### config.mk
export PLATFORM = sky130hd
export DESIGN_NAME = dru_top
export DESIGN_NICKNAME = d
export VERILOG_FILES = /design/src/logic/dru_pkg.sv /design/src/logic/dru_top.sv
export SDC_FILE = /design/constraint.sdc
export NUM_CORES = 1
export LEC_CHECK = 0
export BUFFER_PORTS_ARGS = -buffer_cell sky130_fd_sc_hd__buf_2
export CORE_UTILIZATION = 55
export CTS_BUF_LIST = sky130_fd_sc_hd__clkbuf_8
export DETAILED_ROUTE_END_ITERATION = 16
export PLACE_DENSITY = 0.78
export REMOVE_ABC_BUFFERS = 1
export SETUP_SLACK_MARGIN = 0.1
export SLEW_MARGIN = 10
export SYNTH_ARGS = -nofsm -noshare
export SYNTH_HDL_FRONTEND = slang
export SYNTH_SLANG_ARGS = --single-unit
### constraint.sdc
create_clock -name sys_clk -period 11.65 [get_ports sys_clk]
set_clock_uncertainty 0.05 [all_clocks]
set_input_delay 0.5825 -clock sys_clk [delete_from_list [all_inputs] [get_ports sys_clk]]
set_output_delay 0.5825 -clock sys_clk [all_outputs]
set_load 0.03 [all_outputs]
### src/logic/dru_pkg.sv
// constants, register map and carrier types for the dual half-duplex serial ports
// assumes a single 25 MHz system clock and a simple strobed register port
// Overview of operation
// - control bit 0 enables transmitter and receiver of a port together
// - writing a character while enabled starts transmission with no further command
// - control bit 1 adds parity on transmit and checks it on receive
// - control bit 2 picks odd parity when set, even when clear
// - control bit 3 picks two stop bits when set, one when clear
// - next start bit follows stop bits at once; else line idles marking
// - control bit 15 drives transceiver direction, one transmits, zero receives
// - direction comes up as receive after reset
// - bit rate is 18.432 MHz over sixteen times divisor in bits 12-4
// - one set of settings serves both transmitter and receiver of a port
// - receiver captures characters on its own while enabled
// - data port holds a character in bits 7-0; read after data-available
// - data port read returns last received character, never the transmitted one
// - sticky flags in status bits 8-11 and 12-15, cleared by writing one
// - framing error on bad stop bit, parity error on parity mismatch
package dru_pkg;
  localparam logic [7:0] OFS_STATUS = 8'he0;
  localparam logic [7:0] OFS_CTRL_A = 8'he4;
  localparam logic [7:0] OFS_CHAR_A = 8'he8;
  localparam logic [7:0] OFS_CTRL_B = 8'hec;
  localparam logic [7:0] OFS_CHAR_B = 8'hf0;
  localparam int STAT_POS_A = 8;
  localparam int STAT_POS_B = 12;
  localparam logic [15:0] CTRL_RESET = 16'h0000;
  localparam logic [15:0] CTRL_MASK = 16'h9fff;
  localparam int SYS_CLK_KHZ = 25000;
  localparam int REF_CLK_KHZ = 18432;
  localparam int OVERSAMPLE = 16;
  localparam logic [3:0] OS_LAST = 4'(OVERSAMPLE - 1);
  localparam logic [3:0] OS_MID = 4'(OVERSAMPLE / 2 - 1);
  localparam logic [2:0] DATA_LAST = 3'h7;
  localparam logic [7:0] LINE_MARK = 8'hff;

  typedef struct packed {
    logic dir;
    logic [1:0] spare;
    logic [8:0] div;
    logic stop2;
    logic odd;
    logic par_en;
    logic en;
  } dru_ctrl_t;

  typedef struct packed {
    logic par;
    logic frm;
    logic dav;
    logic done;
  } dru_flags_t;

  typedef enum logic [4:0] {
    TX_IDLE = 5'h01,
    TX_START = 5'h02,
    TX_DATA = 5'h04,
    TX_PAR = 5'h08,
    TX_STOP = 5'h10
  } dru_tx_state_t;

  typedef enum logic [4:0] {
    RX_IDLE = 5'h01,
    RX_START = 5'h02,
    RX_DATA = 5'h04,
    RX_PAR = 5'h08,
    RX_STOP = 5'h10
  } dru_rx_state_t;
endpackage

### src/logic/dru_top.sv
// two serial ports with transmit fifos, register port and transceiver direction
// assumes the register strobes are synchronous to sys_clk; line pins are not
`timescale 1ns/1ns

module dru_fifo #(
  parameter int WIDTH = 8,
  parameter int DEPTH = 16
) (
  // clock and reset
  input wire logic sys_clk,
  input wire logic rst_b,
  // fill side
  input wire logic in_valid,
  output logic in_ready,
  input wire logic [WIDTH-1:0] in_data,
  // drain side
  output logic out_valid,
  input wire logic out_ready,
  output logic [WIDTH-1:0] out_data
);
  localparam int AW = (DEPTH > 1) ? $clog2(DEPTH) : 1;
  // refused at elaboration: the full flag needs at least two slots
  if (DEPTH < 2 || WIDTH < 1) begin : g_bad_size
    $error("fifo depth must be at least 2");
  end
  logic [WIDTH-1:0] mem [DEPTH];
  logic [AW-1:0] wp_q, rp_q;
  logic [AW:0] cnt_q;
  wire push = in_valid && in_ready;
  wire pop = out_valid && out_ready;
  wire [AW-1:0] wp_nx = (wp_q == AW'(DEPTH - 1)) ? '0 : wp_q + 1'b1;
  wire [AW-1:0] rp_nx = (rp_q == AW'(DEPTH - 1)) ? '0 : rp_q + 1'b1;
  assign in_ready = (cnt_q != (AW + 1)'(DEPTH));
  assign out_valid = (cnt_q != '0);
  assign out_data = mem[rp_q];

  always_ff @(posedge sys_clk) begin
    if (push) begin
      mem[wp_q] <= in_data;
    end
  end

  always_ff @(posedge sys_clk or negedge rst_b) begin
    if (!rst_b) begin
      wp_q <= '0;
      rp_q <= '0;
      cnt_q <= '0;
    end else begin
      if (push) wp_q <= wp_nx;
      if (pop) rp_q <= rp_nx;
      cnt_q <= cnt_q + (AW + 1)'(push) - (AW + 1)'(pop);
    end
  end
endmodule

module dru_port #(
  parameter int FIFO_DEPTH = 16
) (
  // clock and reset
  input wire logic sys_clk,
  input wire logic rst_b,
  // settings and host side
  input wire dru_pkg::dru_ctrl_t ctrl,
  input wire logic char_wr,
  input wire logic [7:0] char_wdata,
  output logic char_ready,
  output logic [7:0] rx_char,
  // one-cycle events
  output logic ev_done,
  output logic ev_dav,
  output logic ev_frm,
  output logic ev_par,
  // line, rx already synchronised
  input wire logic rx_line,
  output logic tx_line
);
  // baud generator: fractional accumulator makes the 18.432 MHz reference tick
  logic [14:0] acc_q;
  logic [8:0] dcnt_q;
  wire [15:0] acc_sum = {1'b0, acc_q} + 16'(dru_pkg::REF_CLK_KHZ);
  wire ref_tick = acc_sum >= 16'(dru_pkg::SYS_CLK_KHZ);
  wire [15:0] acc_nx = ref_tick ? acc_sum - 16'(dru_pkg::SYS_CLK_KHZ) : acc_sum;
  // divisor zero behaves as one, there is no faster setting to fall back on
  wire [8:0] div_last = (ctrl.div == '0) ? '0 : ctrl.div - 1'b1;
  wire os_tick = ref_tick && (dcnt_q >= div_last);

  always_ff @(posedge sys_clk or negedge rst_b) begin
    if (!rst_b) begin
      acc_q <= '0;
      dcnt_q <= '0;
    end else if (!ctrl.en) begin
      acc_q <= '0;
      dcnt_q <= '0;
    end else begin
      acc_q <= acc_nx[14:0];
      if (ref_tick) dcnt_q <= os_tick ? '0 : dcnt_q + 1'b1;
    end
  end

  // transmit holding fifo
  logic fifo_valid, fifo_pop;
  logic [7:0] fifo_data;
  dru_fifo #(.WIDTH(8), .DEPTH(FIFO_DEPTH)) u_fifo (
    .sys_clk(sys_clk),
    .rst_b(rst_b),
    .in_valid(char_wr && ctrl.en),
    .in_ready(char_ready),
    .in_data(char_wdata),
    .out_valid(fifo_valid),
    .out_ready(fifo_pop),
    .out_data(fifo_data)
  );

  // transmitter
  dru_pkg::dru_tx_state_t tx_q, tx_d;
  logic [3:0] tos_q;
  logic [2:0] tbit_q;
  logic [7:0] tsh_q;
  logic tpar_q, tstop_q, tline_q;
  wire tbit_end = os_tick && (tos_q == dru_pkg::OS_LAST);
  wire t_last_stop = !ctrl.stop2 || tstop_q;
  wire t_frame_end = (tx_q == dru_pkg::TX_STOP) && tbit_end && t_last_stop;
  wire t_launch = ctrl.en && fifo_valid
    && ((tx_q == dru_pkg::TX_IDLE) || t_frame_end);
  assign fifo_pop = t_launch;
  wire t_par = ctrl.odd ? ~^fifo_data : ^fifo_data;

  always_comb begin
    tx_d = tx_q;
    case (tx_q)
      dru_pkg::TX_IDLE: if (t_launch) tx_d = dru_pkg::TX_START;
      dru_pkg::TX_START: if (tbit_end) tx_d = dru_pkg::TX_DATA;
      dru_pkg::TX_DATA: begin
        if (tbit_end && tbit_q == dru_pkg::DATA_LAST) begin
          tx_d = ctrl.par_en ? dru_pkg::TX_PAR : dru_pkg::TX_STOP;
        end
      end
      dru_pkg::TX_PAR: if (tbit_end) tx_d = dru_pkg::TX_STOP;
      dru_pkg::TX_STOP: begin
        if (t_frame_end) tx_d = t_launch ? dru_pkg::TX_START : dru_pkg::TX_IDLE;
      end
      default: tx_d = dru_pkg::TX_IDLE;
    endcase
    if (!ctrl.en) tx_d = dru_pkg::TX_IDLE;
  end

  always_ff @(posedge sys_clk or negedge rst_b) begin
    if (!rst_b) begin
      tx_q <= dru_pkg::TX_IDLE;
      tos_q <= '0;
      tbit_q <= '0;
      tsh_q <= dru_pkg::LINE_MARK;
      tpar_q <= 1'b1;
      tstop_q <= 1'b0;
    end else begin
      tx_q <= tx_d;
      if (t_launch) begin
        tos_q <= '0;
        tbit_q <= '0;
        tsh_q <= fifo_data;
        tpar_q <= t_par;
        tstop_q <= 1'b0;
      end else if (os_tick) begin
        tos_q <= tos_q + 1'b1;
        if (tbit_end && tx_q == dru_pkg::TX_DATA) begin
          tbit_q <= tbit_q + 1'b1;
          tsh_q <= {1'b1, tsh_q[7:1]};
        end
        if (tbit_end && tx_q == dru_pkg::TX_STOP) tstop_q <= 1'b1;
      end
    end
  end

  // line level from flops; marking whenever idle or disabled
  always_ff @(posedge sys_clk or negedge rst_b) begin
    if (!rst_b) begin
      tline_q <= 1'b1;
    end else begin
      case (tx_d)
        dru_pkg::TX_START: tline_q <= 1'b0;
        dru_pkg::TX_DATA: tline_q <= (tx_q == dru_pkg::TX_START) ? tsh_q[0]
          : (tbit_end ? tsh_q[1] : tsh_q[0]);
        dru_pkg::TX_PAR: tline_q <= tpar_q;
        default: tline_q <= 1'b1;
      endcase
    end
  end
  assign tx_line = tline_q;
  assign ev_done = t_frame_end;

  // receiver
  dru_pkg::dru_rx_state_t rx_q, rx_d;
  logic [3:0] ros_q;
  logic [2:0] rbit_q;
  logic [7:0] rsh_q, rchar_q;
  logic rpe_q;
  wire rbit_mid = os_tick && (ros_q == dru_pkg::OS_LAST);
  wire rstart_ok = os_tick && (ros_q == dru_pkg::OS_MID);
  wire r_exp_par = ctrl.odd ? ~^rsh_q : ^rsh_q;
  wire r_done = (rx_q == dru_pkg::RX_STOP) && rbit_mid;

  always_comb begin
    rx_d = rx_q;
    case (rx_q)
      dru_pkg::RX_IDLE: if (!rx_line) rx_d = dru_pkg::RX_START;
      dru_pkg::RX_START: begin
        if (rstart_ok) rx_d = rx_line ? dru_pkg::RX_IDLE : dru_pkg::RX_DATA;
      end
      dru_pkg::RX_DATA: begin
        if (rbit_mid && rbit_q == dru_pkg::DATA_LAST) begin
          rx_d = ctrl.par_en ? dru_pkg::RX_PAR : dru_pkg::RX_STOP;
        end
      end
      dru_pkg::RX_PAR: if (rbit_mid) rx_d = dru_pkg::RX_STOP;
      dru_pkg::RX_STOP: if (rbit_mid) rx_d = dru_pkg::RX_IDLE;
      default: rx_d = dru_pkg::RX_IDLE;
    endcase
    if (!ctrl.en) rx_d = dru_pkg::RX_IDLE;
  end

  always_ff @(posedge sys_clk or negedge rst_b) begin
    if (!rst_b) begin
      rx_q <= dru_pkg::RX_IDLE;
      ros_q <= '0;
      rbit_q <= '0;
      rsh_q <= '0;
      rchar_q <= '0;
      rpe_q <= 1'b0;
    end else begin
      rx_q <= rx_d;
      if (rx_q == dru_pkg::RX_IDLE || (rx_q == dru_pkg::RX_START && rstart_ok)) begin
        // restart the count so later samples land mid-bit
        ros_q <= '0;
        rbit_q <= '0;
        rpe_q <= 1'b0;
      end else if (os_tick) begin
        ros_q <= ros_q + 1'b1;
      end
      if (rbit_mid && rx_q == dru_pkg::RX_DATA) begin
        rsh_q <= {rx_line, rsh_q[7:1]};
        rbit_q <= rbit_q + 1'b1;
      end
      if (rbit_mid && rx_q == dru_pkg::RX_PAR) rpe_q <= (rx_line != r_exp_par);
      if (r_done) rchar_q <= rsh_q;
    end
  end
  assign rx_char = rchar_q;
  assign ev_dav = r_done;
  assign ev_frm = r_done && !rx_line;
  assign ev_par = r_done && ctrl.par_en && rpe_q;
endmodule

module dru_top #(
  parameter int FIFO_DEPTH = 16
) (
  // clock and reset
  input wire logic sys_clk,
  input wire logic rst_b,
  // register port
  input wire logic [7:0] reg_addr,
  input wire logic reg_wr,
  input wire logic reg_rd,
  input wire logic [31:0] reg_wdata,
  output logic [31:0] reg_rdata,
  output logic reg_rvalid,
  // transmit fifo room, index 0 is port a
  output logic [1:0] tx_fifo_ready,
  // serial lines and transceiver direction
  input wire logic [1:0] ser_rx,
  output logic [1:0] ser_tx,
  output logic [1:0] ser_dir
);
  dru_pkg::dru_ctrl_t ctrl_q [2];
  dru_pkg::dru_flags_t flags_q [2];
  logic [1:0] rx_s1_q, rx_s2_q;
  logic [31:0] rdata_q;
  logic rvalid_q;
  logic [7:0] rx_char [2];
  logic [1:0] ev_done, ev_dav, ev_frm, ev_par;

  wire sel_stat = reg_addr == dru_pkg::OFS_STATUS;
  wire [1:0] sel_ctrl = {reg_addr == dru_pkg::OFS_CTRL_B, reg_addr == dru_pkg::OFS_CTRL_A};
  wire [1:0] sel_char = {reg_addr == dru_pkg::OFS_CHAR_B, reg_addr == dru_pkg::OFS_CHAR_A};
  wire [3:0] clr_a = (reg_wr && sel_stat) ? reg_wdata[dru_pkg::STAT_POS_A +: 4] : 4'h0;
  wire [3:0] clr_b = (reg_wr && sel_stat) ? reg_wdata[dru_pkg::STAT_POS_B +: 4] : 4'h0;
  wire [3:0] clr [2] = '{clr_a, clr_b};
  wire [15:0] ctrl_wr = reg_wdata[15:0] & dru_pkg::CTRL_MASK;

  // rx pins cross into sys_clk through two flops
  always_ff @(posedge sys_clk or negedge rst_b) begin
    if (!rst_b) begin
      rx_s1_q <= 2'h3;
      rx_s2_q <= 2'h3;
    end else begin
      rx_s1_q <= ser_rx;
      rx_s2_q <= rx_s1_q;
    end
  end

  for (genvar p = 0; p < 2; p++) begin : g_port
    wire dru_pkg::dru_flags_t ev = '{par: ev_par[p], frm: ev_frm[p], dav: ev_dav[p],
      done: ev_done[p]};
    always_ff @(posedge sys_clk or negedge rst_b) begin
      if (!rst_b) begin
        ctrl_q[p] <= dru_pkg::CTRL_RESET;
        flags_q[p] <= '0;
      end else begin
        if (reg_wr && sel_ctrl[p]) ctrl_q[p] <= ctrl_wr;
        flags_q[p] <= (flags_q[p] & ~clr[p]) | ev;
      end
    end
    dru_port #(.FIFO_DEPTH(FIFO_DEPTH)) u_port (
      .sys_clk(sys_clk),
      .rst_b(rst_b),
      .ctrl(ctrl_q[p]),
      .char_wr(reg_wr && sel_char[p]),
      .char_wdata(reg_wdata[7:0]),
      .char_ready(tx_fifo_ready[p]),
      .rx_char(rx_char[p]),
      .ev_done(ev_done[p]),
      .ev_dav(ev_dav[p]),
      .ev_frm(ev_frm[p]),
      .ev_par(ev_par[p]),
      .rx_line(rx_s2_q[p]),
      .tx_line(ser_tx[p])
    );
    assign ser_dir[p] = ctrl_q[p].dir;
  end

  // read mux; unmapped offsets read zero
  wire [31:0] stat_word = {16'h0, flags_q[1], flags_q[0], 8'h0};
  wire [31:0] rd_mux = sel_stat ? stat_word
    : sel_ctrl[0] ? {16'h0, ctrl_q[0]}
    : sel_ctrl[1] ? {16'h0, ctrl_q[1]}
    : sel_char[0] ? {24'h0, rx_char[0]}
    : sel_char[1] ? {24'h0, rx_char[1]}
    : 32'h0;

  always_ff @(posedge sys_clk or negedge rst_b) begin
    if (!rst_b) begin
      rdata_q <= '0;
      rvalid_q <= 1'b0;
    end else begin
      rvalid_q <= reg_rd;
      if (reg_rd) rdata_q <= rd_mux;
    end
  end
  assign reg_rdata = rdata_q;
  assign reg_rvalid = rvalid_q;
endmodule

### Word-level counts from Yosys, hierarchy flattened

Memories as Yosys holds them, arrays and structs flattened.
Index checks and enable logic that the tools add are counted.

| storage, ports and cells | value |
|---|---|
| memory bits (writable) | 256 |
| logic and storage cells | 349 |
| output and inout port bits | 39 |
| flip-flop bits (word level) | 251 |
| input bits | 46 |
| memories | 2 |

| cells by class | value |
|---|---|
| add/sub/neg operators | 24 |
| order comparisons | 4 |
| mux-type cells | 105 |
| reduce and logical (&&, ||, !) cells | 87 |
| eq/ne operators | 61 |
| bitwise operators | 6 |

Memory list:

| name | depth | width | rd ports | clocked after Yosys merged registers in | wr ports | RTL line | source |
|---|---|---|---|---|---|---|---|
| g_port[0].u_port.u_fifo.mem | 16 | 8 | 1 | 0 | 1 | dru_top.sv:26 | `logic [WIDTH-1:0] mem [DEPTH];` |
| g_port[1].u_port.u_fifo.mem | 16 | 8 | 1 | 0 | 1 | dru_top.sv:26 |  |

Operators with widths:

| cell | count |
|---|---|
| $mux 5 | 26 |
| $pmux 5 s5 | 4 |
| $mux 9 | 8 |
| $mux 8 | 8 |
| $mux 15 | 4 |
| $mux 4 | 14 |
| $mux 16 | 3 |
| $logic_and 1x1->1 | 47 |
| $eq 8x8->1 const B | 5 |
| $mux 3 | 12 |
| $add 15x15->16 const B | 2 |
| $add 4x1->4 const B | 8 |
| $eq 4x4->1 const B | 8 |
| $ge 16x15->1 const B | 2 |
| $reduce_xnor 8->1 | 4 |
| $reduce_xor 8->1 | 4 |
| $eq 5x2->1 const B | 6 |
| $eq 5x3->1 const B | 6 |
| $eq 5x4->1 const B | 6 |
| $sub 15x15->15 const B | 2 |
| $ne 3x2->1 const B | 8 |
| $reduce_bool 2->1 | 12 |
| $mux 1 | 22 |
| $eq 5x1->1 const B | 4 |
| other kinds (24) | 62 |

### Depth between registers and ports, before layout

| logic depth | value |
|---|---|
| depth in word-level cells | 15 |
| mapped depth | 27 |
| gate-level depth less buffers | 24 |

### Modules after synthesis

Synthesis repeated with hierarchy kept, for this count alone.

| second synthesis, totals | value |
|---|---|
| cell total of the unflattened synthesis | 1808 |
| area total of the unflattened synthesis | 23211.0 µm² |

Modules (own cells, without submodules):

| module | cells an instance | area an instance (µm²) | instances |
|---|---|---|---|
| dru_fifo | 311 | 5789.3 | 2 |
| dru_port at g_port[1].u_port | 474 | 4438.0 | 1 |
| dru_port at g_port[0].u_port | 450 | 4334.2 | 1 |
| dru_top | 262 | 2860.2 | 1 |

### Least setup slack after synthesis

No wires, ideal clock.

| timing | value |
|---|---|
| kind | register to register |
| start point | reg ctrl_q[9] in the netlist's numbering |
| end point | reg g_port[1].u_port.u_fifo.cnt_q[4] |
| setup time | 0.125 ns |
| path slack | 6.608 ns |
| path buffers | 3 |
| data required time | 11.475 ns |
| stages on the path, launching flop included | 27 |
| arrival time | 4.867 ns |
| path through | dfrtp_1 nor4_1 nand2_1 or3_1 or2_2 clkbuf_1 and2_1 ha_1 nand2b_1 a21o_1 a21oi_1 o21ai_1 a221o_1 clkbuf_1 nand3_1 a21oi_2 clkbuf_1 ha_1 inv_1 ha_1 inv_1 fa_1 inv_1 a21oi_1 nor2_1 nor2_1 xnor2_1 |

| between the ends | value |
|---|---|
| longest elaborated chain between the ends | 11 |
| elaborated cells between the ends (all ways) | 12 |
| classes of those cells | add/sub: 2; order compare: 1; mux: 1; reduce/logical: 8 |

RTL lines:

| what | RTL line | source |
|---|---|---|
| from (decl) | dru_top.sv:273 | `dru_pkg::dru_ctrl_t ctrl_q [2];` |
| from (signal, indexed assignment) | dru_top.sv:305 | `ctrl_q[p] <= dru_pkg::CTRL_RESET;` |
| from (signal, indexed assignment) | dru_top.sv:308 | `if (reg_wr && sel_ctrl[p]) ctrl_q[p] <= ctrl_wr;` |
| $sub 9x1->9 / $logic_not 9->1 (equally long branches) | dru_top.sv:84 | `wire [8:0] div_last = (ctrl.div == '0) ? '0 : ctrl.div - 1'b1;` |
| $mux 9 * | dru_top.sv:84 |  |
| $ge 9x9->1 * | dru_top.sv:85 | `wire os_tick = ref_tick && (dcnt_q >= div_last);` |
| $logic_and 1x1->1 * | dru_top.sv:85 |  |
| $logic_and 1x1->1 * | dru_top.sv:120 | `wire tbit_end = os_tick && (tos_q == dru_pkg::OS_LAST);` |
| $logic_and 1x1->1 * (2 in series) | dru_top.sv:122 | `wire t_frame_end = (tx_q == dru_pkg::TX_STOP) && tbit_end && t_last_stop;` |
| $logic_or 1x1->1 * | dru_top.sv:124 | `&& ((tx_q == dru_pkg::TX_IDLE) \|\| t_frame_end);` |
| $logic_and 1x1->1 * | dru_top.sv:124 |  |
| $logic_and 1x1->1 * | dru_top.sv:30 | `wire pop = out_valid && out_ready;` |
| named net g_port[1].u_port.u_fifo.pop | dru_top.sv:30 |  |
| $sub 5x1->5 * | dru_top.sv:51 | `cnt_q <= cnt_q + (AW + 1)'(push) - (AW + 1)'(pop);` |
| to (signal assigned) | dru_top.sv:51 |  |
| to (decl) | dru_top.sv:28 | `logic [AW:0] cnt_q;` |

The timed path passes the listed nets; every way through them passes the cells marked *.
A chain may end at the register's enable or synchronous reset.

### Worst setup path in the final report

| timing | value |
|---|---|
| start point | reg ctrl_q[25] in the netlist's numbering |
| end point | reg g_port[0].u_port.u_fifo.cnt_q[4] |

| between the ends | value |
|---|---|
| longest elaborated chain between the ends | 11 |
| elaborated cells between the ends (all ways) | 12 |
| classes of those cells | add/sub: 2; order compare: 1; mux: 1; reduce/logical: 8 |

RTL lines:

| what | RTL line |
|---|---|
| $sub 9x1->9 / $logic_not 9->1 (equally long branches) | dru_top.sv:84 |
| $mux 9 * | dru_top.sv:84 |
| $ge 9x9->1 * | dru_top.sv:85 |
| $logic_and 1x1->1 * | dru_top.sv:85 |
| $logic_and 1x1->1 * | dru_top.sv:120 |
| $logic_and 1x1->1 * (2 in series) | dru_top.sv:122 |
| $logic_or 1x1->1 * | dru_top.sv:124 |
| $logic_and 1x1->1 * | dru_top.sv:124 |
| $logic_and 1x1->1 * | dru_top.sv:30 |
| $sub 5x1->5 * | dru_top.sv:51 |
| to (signal assigned) | dru_top.sv:51 |
| to (decl) | dru_top.sv:28 |

Mark *: on every way between the ends. The rest lies on a longest branch, timed or not.

==> flow_summary_export.csv <==
group,metric,value,unit
clocking,worstSkewPairLatency,0.64,ns
setup_path,rrSetupSlack,6.09,ns
place,placed_cells,2164,
clocking,cts_tree,"yes",
timing,timing.final.max_slew_violations,0,
clocking,post-cts-setup-buffers,0,
timing,whs,0.1641,ns
setup_path,worstSetupStartpointType,"register",
layout,drive_above_1_share,0.1948,
timing,grt_setup_unrepaired,"no",
min_path,min_from,"reg_wdata[13]",
setup_path,worst_r2r_endpoint,"g_port[0].u_port.u_fifo.cnt_q[4]",
die,die-height,203.6,µm
setup_path,worstReg2RegStart,"ctrl_q[25]",
timing,fin_ws,6.093,ns
outcome,status,"completed",
pwr,p_per_area,178.3,nW/µm²
die,core-area,39910,µm²
setup_path,required,12.10,ns
clocking,clock_path_buffers,3,
pwr,switching_share,0.2804,
layout,n_antenna_cell,0,
drt,drt-initial-drc-count,1087,
die,die_area,41440,µm²
yosys,yosys.area.top_type,"edfxtp_1",
die,io-pin-count,85,
yosys,syn_area_per_cell,13.58,µm²
pwr,p_sw,0.001229,W
yosys,synth.ff_latch_count,485,
yosys,yosys_warnings,0,
die,start_util,0.5599,
pwr,power_frac_clock,0.342,
yosys,netlist_instances,1646,
setup_path,critPathCaptureType,"register",
timing,finalCriticalPeriod,5.557,ns
timing,worstMarginPinSlew,1.082,ns
drt,avgViaCountPerCell,5.888,
clocking,cts-htree-levels,3,
drt,drc,0,
yosys,synthFlopType,"edfxtp_1",
clocking,cts_sinks,485,
drt,drt-total-wl,44600,µm
yosys,ys_seq_area_frac,0.6020,
drt,wl_per_cell,19.25,µm
timing,hold_viol,0,
place,hpwl,28510,µm
die,die_x,203.6,µm
setup_path,critPathMaxFanout,20,
timing,finalCritPeriodShare,0.4770,
yosys,synthArstFlopShare,0.4722,
min_path,holdPathEnd,"flags_q[1]",
place,io_buffers,52,
layout,layout_commonest_cell,"edfxtp_1",
global_route,gr-total-overflow,0,
global_route,antenna_found_initial,2,
timing,setup_viol,0,
clocking,clkTransAtPathRegs,0.07,ns
drt,ant_nets,0,
yosys,syn-cell-area,22350,µm²
yosys,yosysTopAreaCellShare,0.3440,
layout,final.fill_count,2911,
drt,dr.pass1.iters,6,
flow_run,cap_violations,0,
global_route,grt_pass1_wl,72250,µm
place,place_ws,6.148,ns
pwr,combPwrFrac,0.210,
place,gp_congestion,0.8630,
global_route,grt_max_degree,96,
pwr,seqPwrFrac,0.448,
setup_path,critPathArrivalTime,6.01,ns
yosys,synth.area.top_cells,"edfxtp_1 34%, dfrtp_1 23%, mux4_2 6.2%",
clocking,cts_made_buffers,81,
layout,nNetsFinal,1833,
yosys,synth_edf_count,256,
timing,tns,0,ns
min_path,holdPathStages,3,
layout,syn2layout_area_growth,9.967,%
timing,max_slew_margin,0.2787,
clocking,root_buffer,"clkbuf_8",
timing,max_freq,180.0,MHz
layout,stdcell_count,2317,
global_route,grt_pass1_vias,13750,
pwr,p_int,0.003154,W
min_path,worstHoldPathType,"in -> reg",
global_route,grt_usage,0.2230,
pwr,p_leak,9.894,nW
yosys,synth.distinct_cells,83,
layout,final_cell_mix,"256 x edfxtp_1, 199 x dfrtp_1, 132 x nand2_1, 108 x nor2_1, 93 x clkbuf_8",
die,row_count,73,
pwr,vdd_drop_max,0.0001000,V
drt,via_count,13640,
setup_path,critical_path_class,"reg -> reg",
setup_path,rr_worst_depth,22,
layout,postLayoutCoreUtil,0.6157,
## layer usage
metal  up-vias  global-route usage  share of wire
met5         -                   0              0
met4         0             0.07707          0.021
met3        85             0.04203          0.068
met2       487              0.3693           0.49
met1      6797              0.2958           0.42
li1       6274                   -              -
## synthesized netlist by cell type (27+ instances only)
master / number
and2_1: 39
ha_1: 60
mux4_2: 62
nand2_1: 132
dfrtp_1: 201
o21ai_0: 73
a21oi_1: 51
inv_1: 52
nor3_1: 28
dfstp_2: 28
nand3_1: 37
nor2_1: 108
xnor2_1: 64
mux2i_1: 30
edfxtp_1: 256
buf_4: 27
clkbuf_1: 37
mux2_2: 59
and3_1: 28
## layout make-up
cell class	instances	area (µm²)	area share
timing repair buffer	66	382.9	0.01558
inverter	53	198.9	0.008096
clock buffer	93	1280	0.05209
multi-input combinational	1038	8239	0.3353
tap	525	656.9	0.02673
sequential	485	13460	0.5476
clock inverter	57	360.3	0.01466
## what timing repair did
action / in CTS / in global routing
endpoints found under the setup margin: 0 / 0
gates resized for setup: 0 / 0
hold buffers: 3 / 0
endpoints found under the hold margin: 82 / 0
## registers in the layout (all words and copies together) (netlist names), 6 cells and up
| name | flops |
|---|---|
| ctrl_q | 26 |
| reg_rdata | 16 |
| g_port.u_port.tx_q | 10 |
| g_port.u_port.u_fifo.cnt_q | 10 |
| g_port.u_port.u_fifo.mem | 256 |
| g_port.u_port.tbit_q | 6 |
| g_port.u_port.acc_q | 24 |
| g_port.u_port.tsh_q | 16 |
| g_port.u_port.tos_q | 8 |
| flags_q | 8 |
| g_port.u_port.rx_char | 16 |
| g_port.u_port.ros_q | 8 |
| g_port.u_port.rbit_q | 6 |
| g_port.u_port.rsh_q | 16 |
| g_port.u_port.dcnt_q | 18 |
| g_port.u_port.u_fifo.rp_q | 8 |
| g_port.u_port.rx_q | 10 |
| g_port.u_port.u_fifo.wp_q | 8 |
## cell families (layout without fill, tap and decap cells)
kind of cell	Yosys count	count (layout)	synth area share
other	1	16	0.0001678
buffers and inverters	138	269	0.03180
adder cells (fa/ha/maj)	62	62	0.03539
AND/OR/NAND/NOR	463	463	0.1027
XOR/XNOR	90	90	0.03527
multiplexers	169	169	0.1214
AO/OA/AOI/OAI	238	238	0.07117
flip-flops	485	485	0.6020
## worst max path at each step
stage,start,endpoint,depth (start not counted)
finish,ctrl_q[25],g_port[0].u_port.u_fifo.cnt_q[4],22
detailed placement,ctrl_q[25],g_port[0].u_port.u_fifo.cnt_q[4],22
CTS,ctrl_q[25],g_port[0].u_port.u_fifo.cnt_q[4],22
global route,ctrl_q[25],g_port[0].u_port.u_fifo.cnt_q[4],22
floorplan,ctrl_q[9],g_port[1].u_port.u_fifo.cnt_q[4],23
global placement,ctrl_q[25],g_port[0].u_port.u_fifo.cnt_q[4],22
## critical path: stages, from the launching register on
cell and delay [ns]:
dfrtp_1 0.44, or4_1 0.57, or4_1 0.62, and2_1 0.22, ha_1 0.25, nand2b_1 0.14, a21o_1 0.17, a21oi_1 0.13
o21ai_0 0.13, a221o_1 0.49, nand3_2 0.17, a21o_1 0.40, inv_2 0.26, ha_1 0.33, inv_1 0.05, ha_1 0.15
inv_1 0.05, fa_1 0.41, inv_1 0.07, a21oi_1 0.06, nor2_1 0.10, nor2_1 0.06, xnor2_1 0.11
## power groups by stage
| stage | combinational (W) | clock [W] | sequential (W) |
|---|---|---|---|
| after floorplan | 0.000617 | 0 | 0.00206 |
| after global placement | 0.000894 | 0 | 0.00199 |
| after detailed placement | 0.000925 | 0 | 0.00200 |
| after CTS | 0.000931 | 0.00153 | 0.00196 |
| after global routing | 0.00101 | 0.00161 | 0.00197 |
| final | 0.000920 | 0.00150 | 0.00196 |
## metrics by stage
stage	power (W)	area (µm²)
6_report	0.004382	24570
5_1_grt	0.004592	24570
4_1_cts	0.004421	24570
3_5_place_dp	0.002921	22900
3_3_place_gp	0.002886	22900
2_1_floorplan	0.002679	21890
Note: power is estimated with default switching activity, not from simulation.
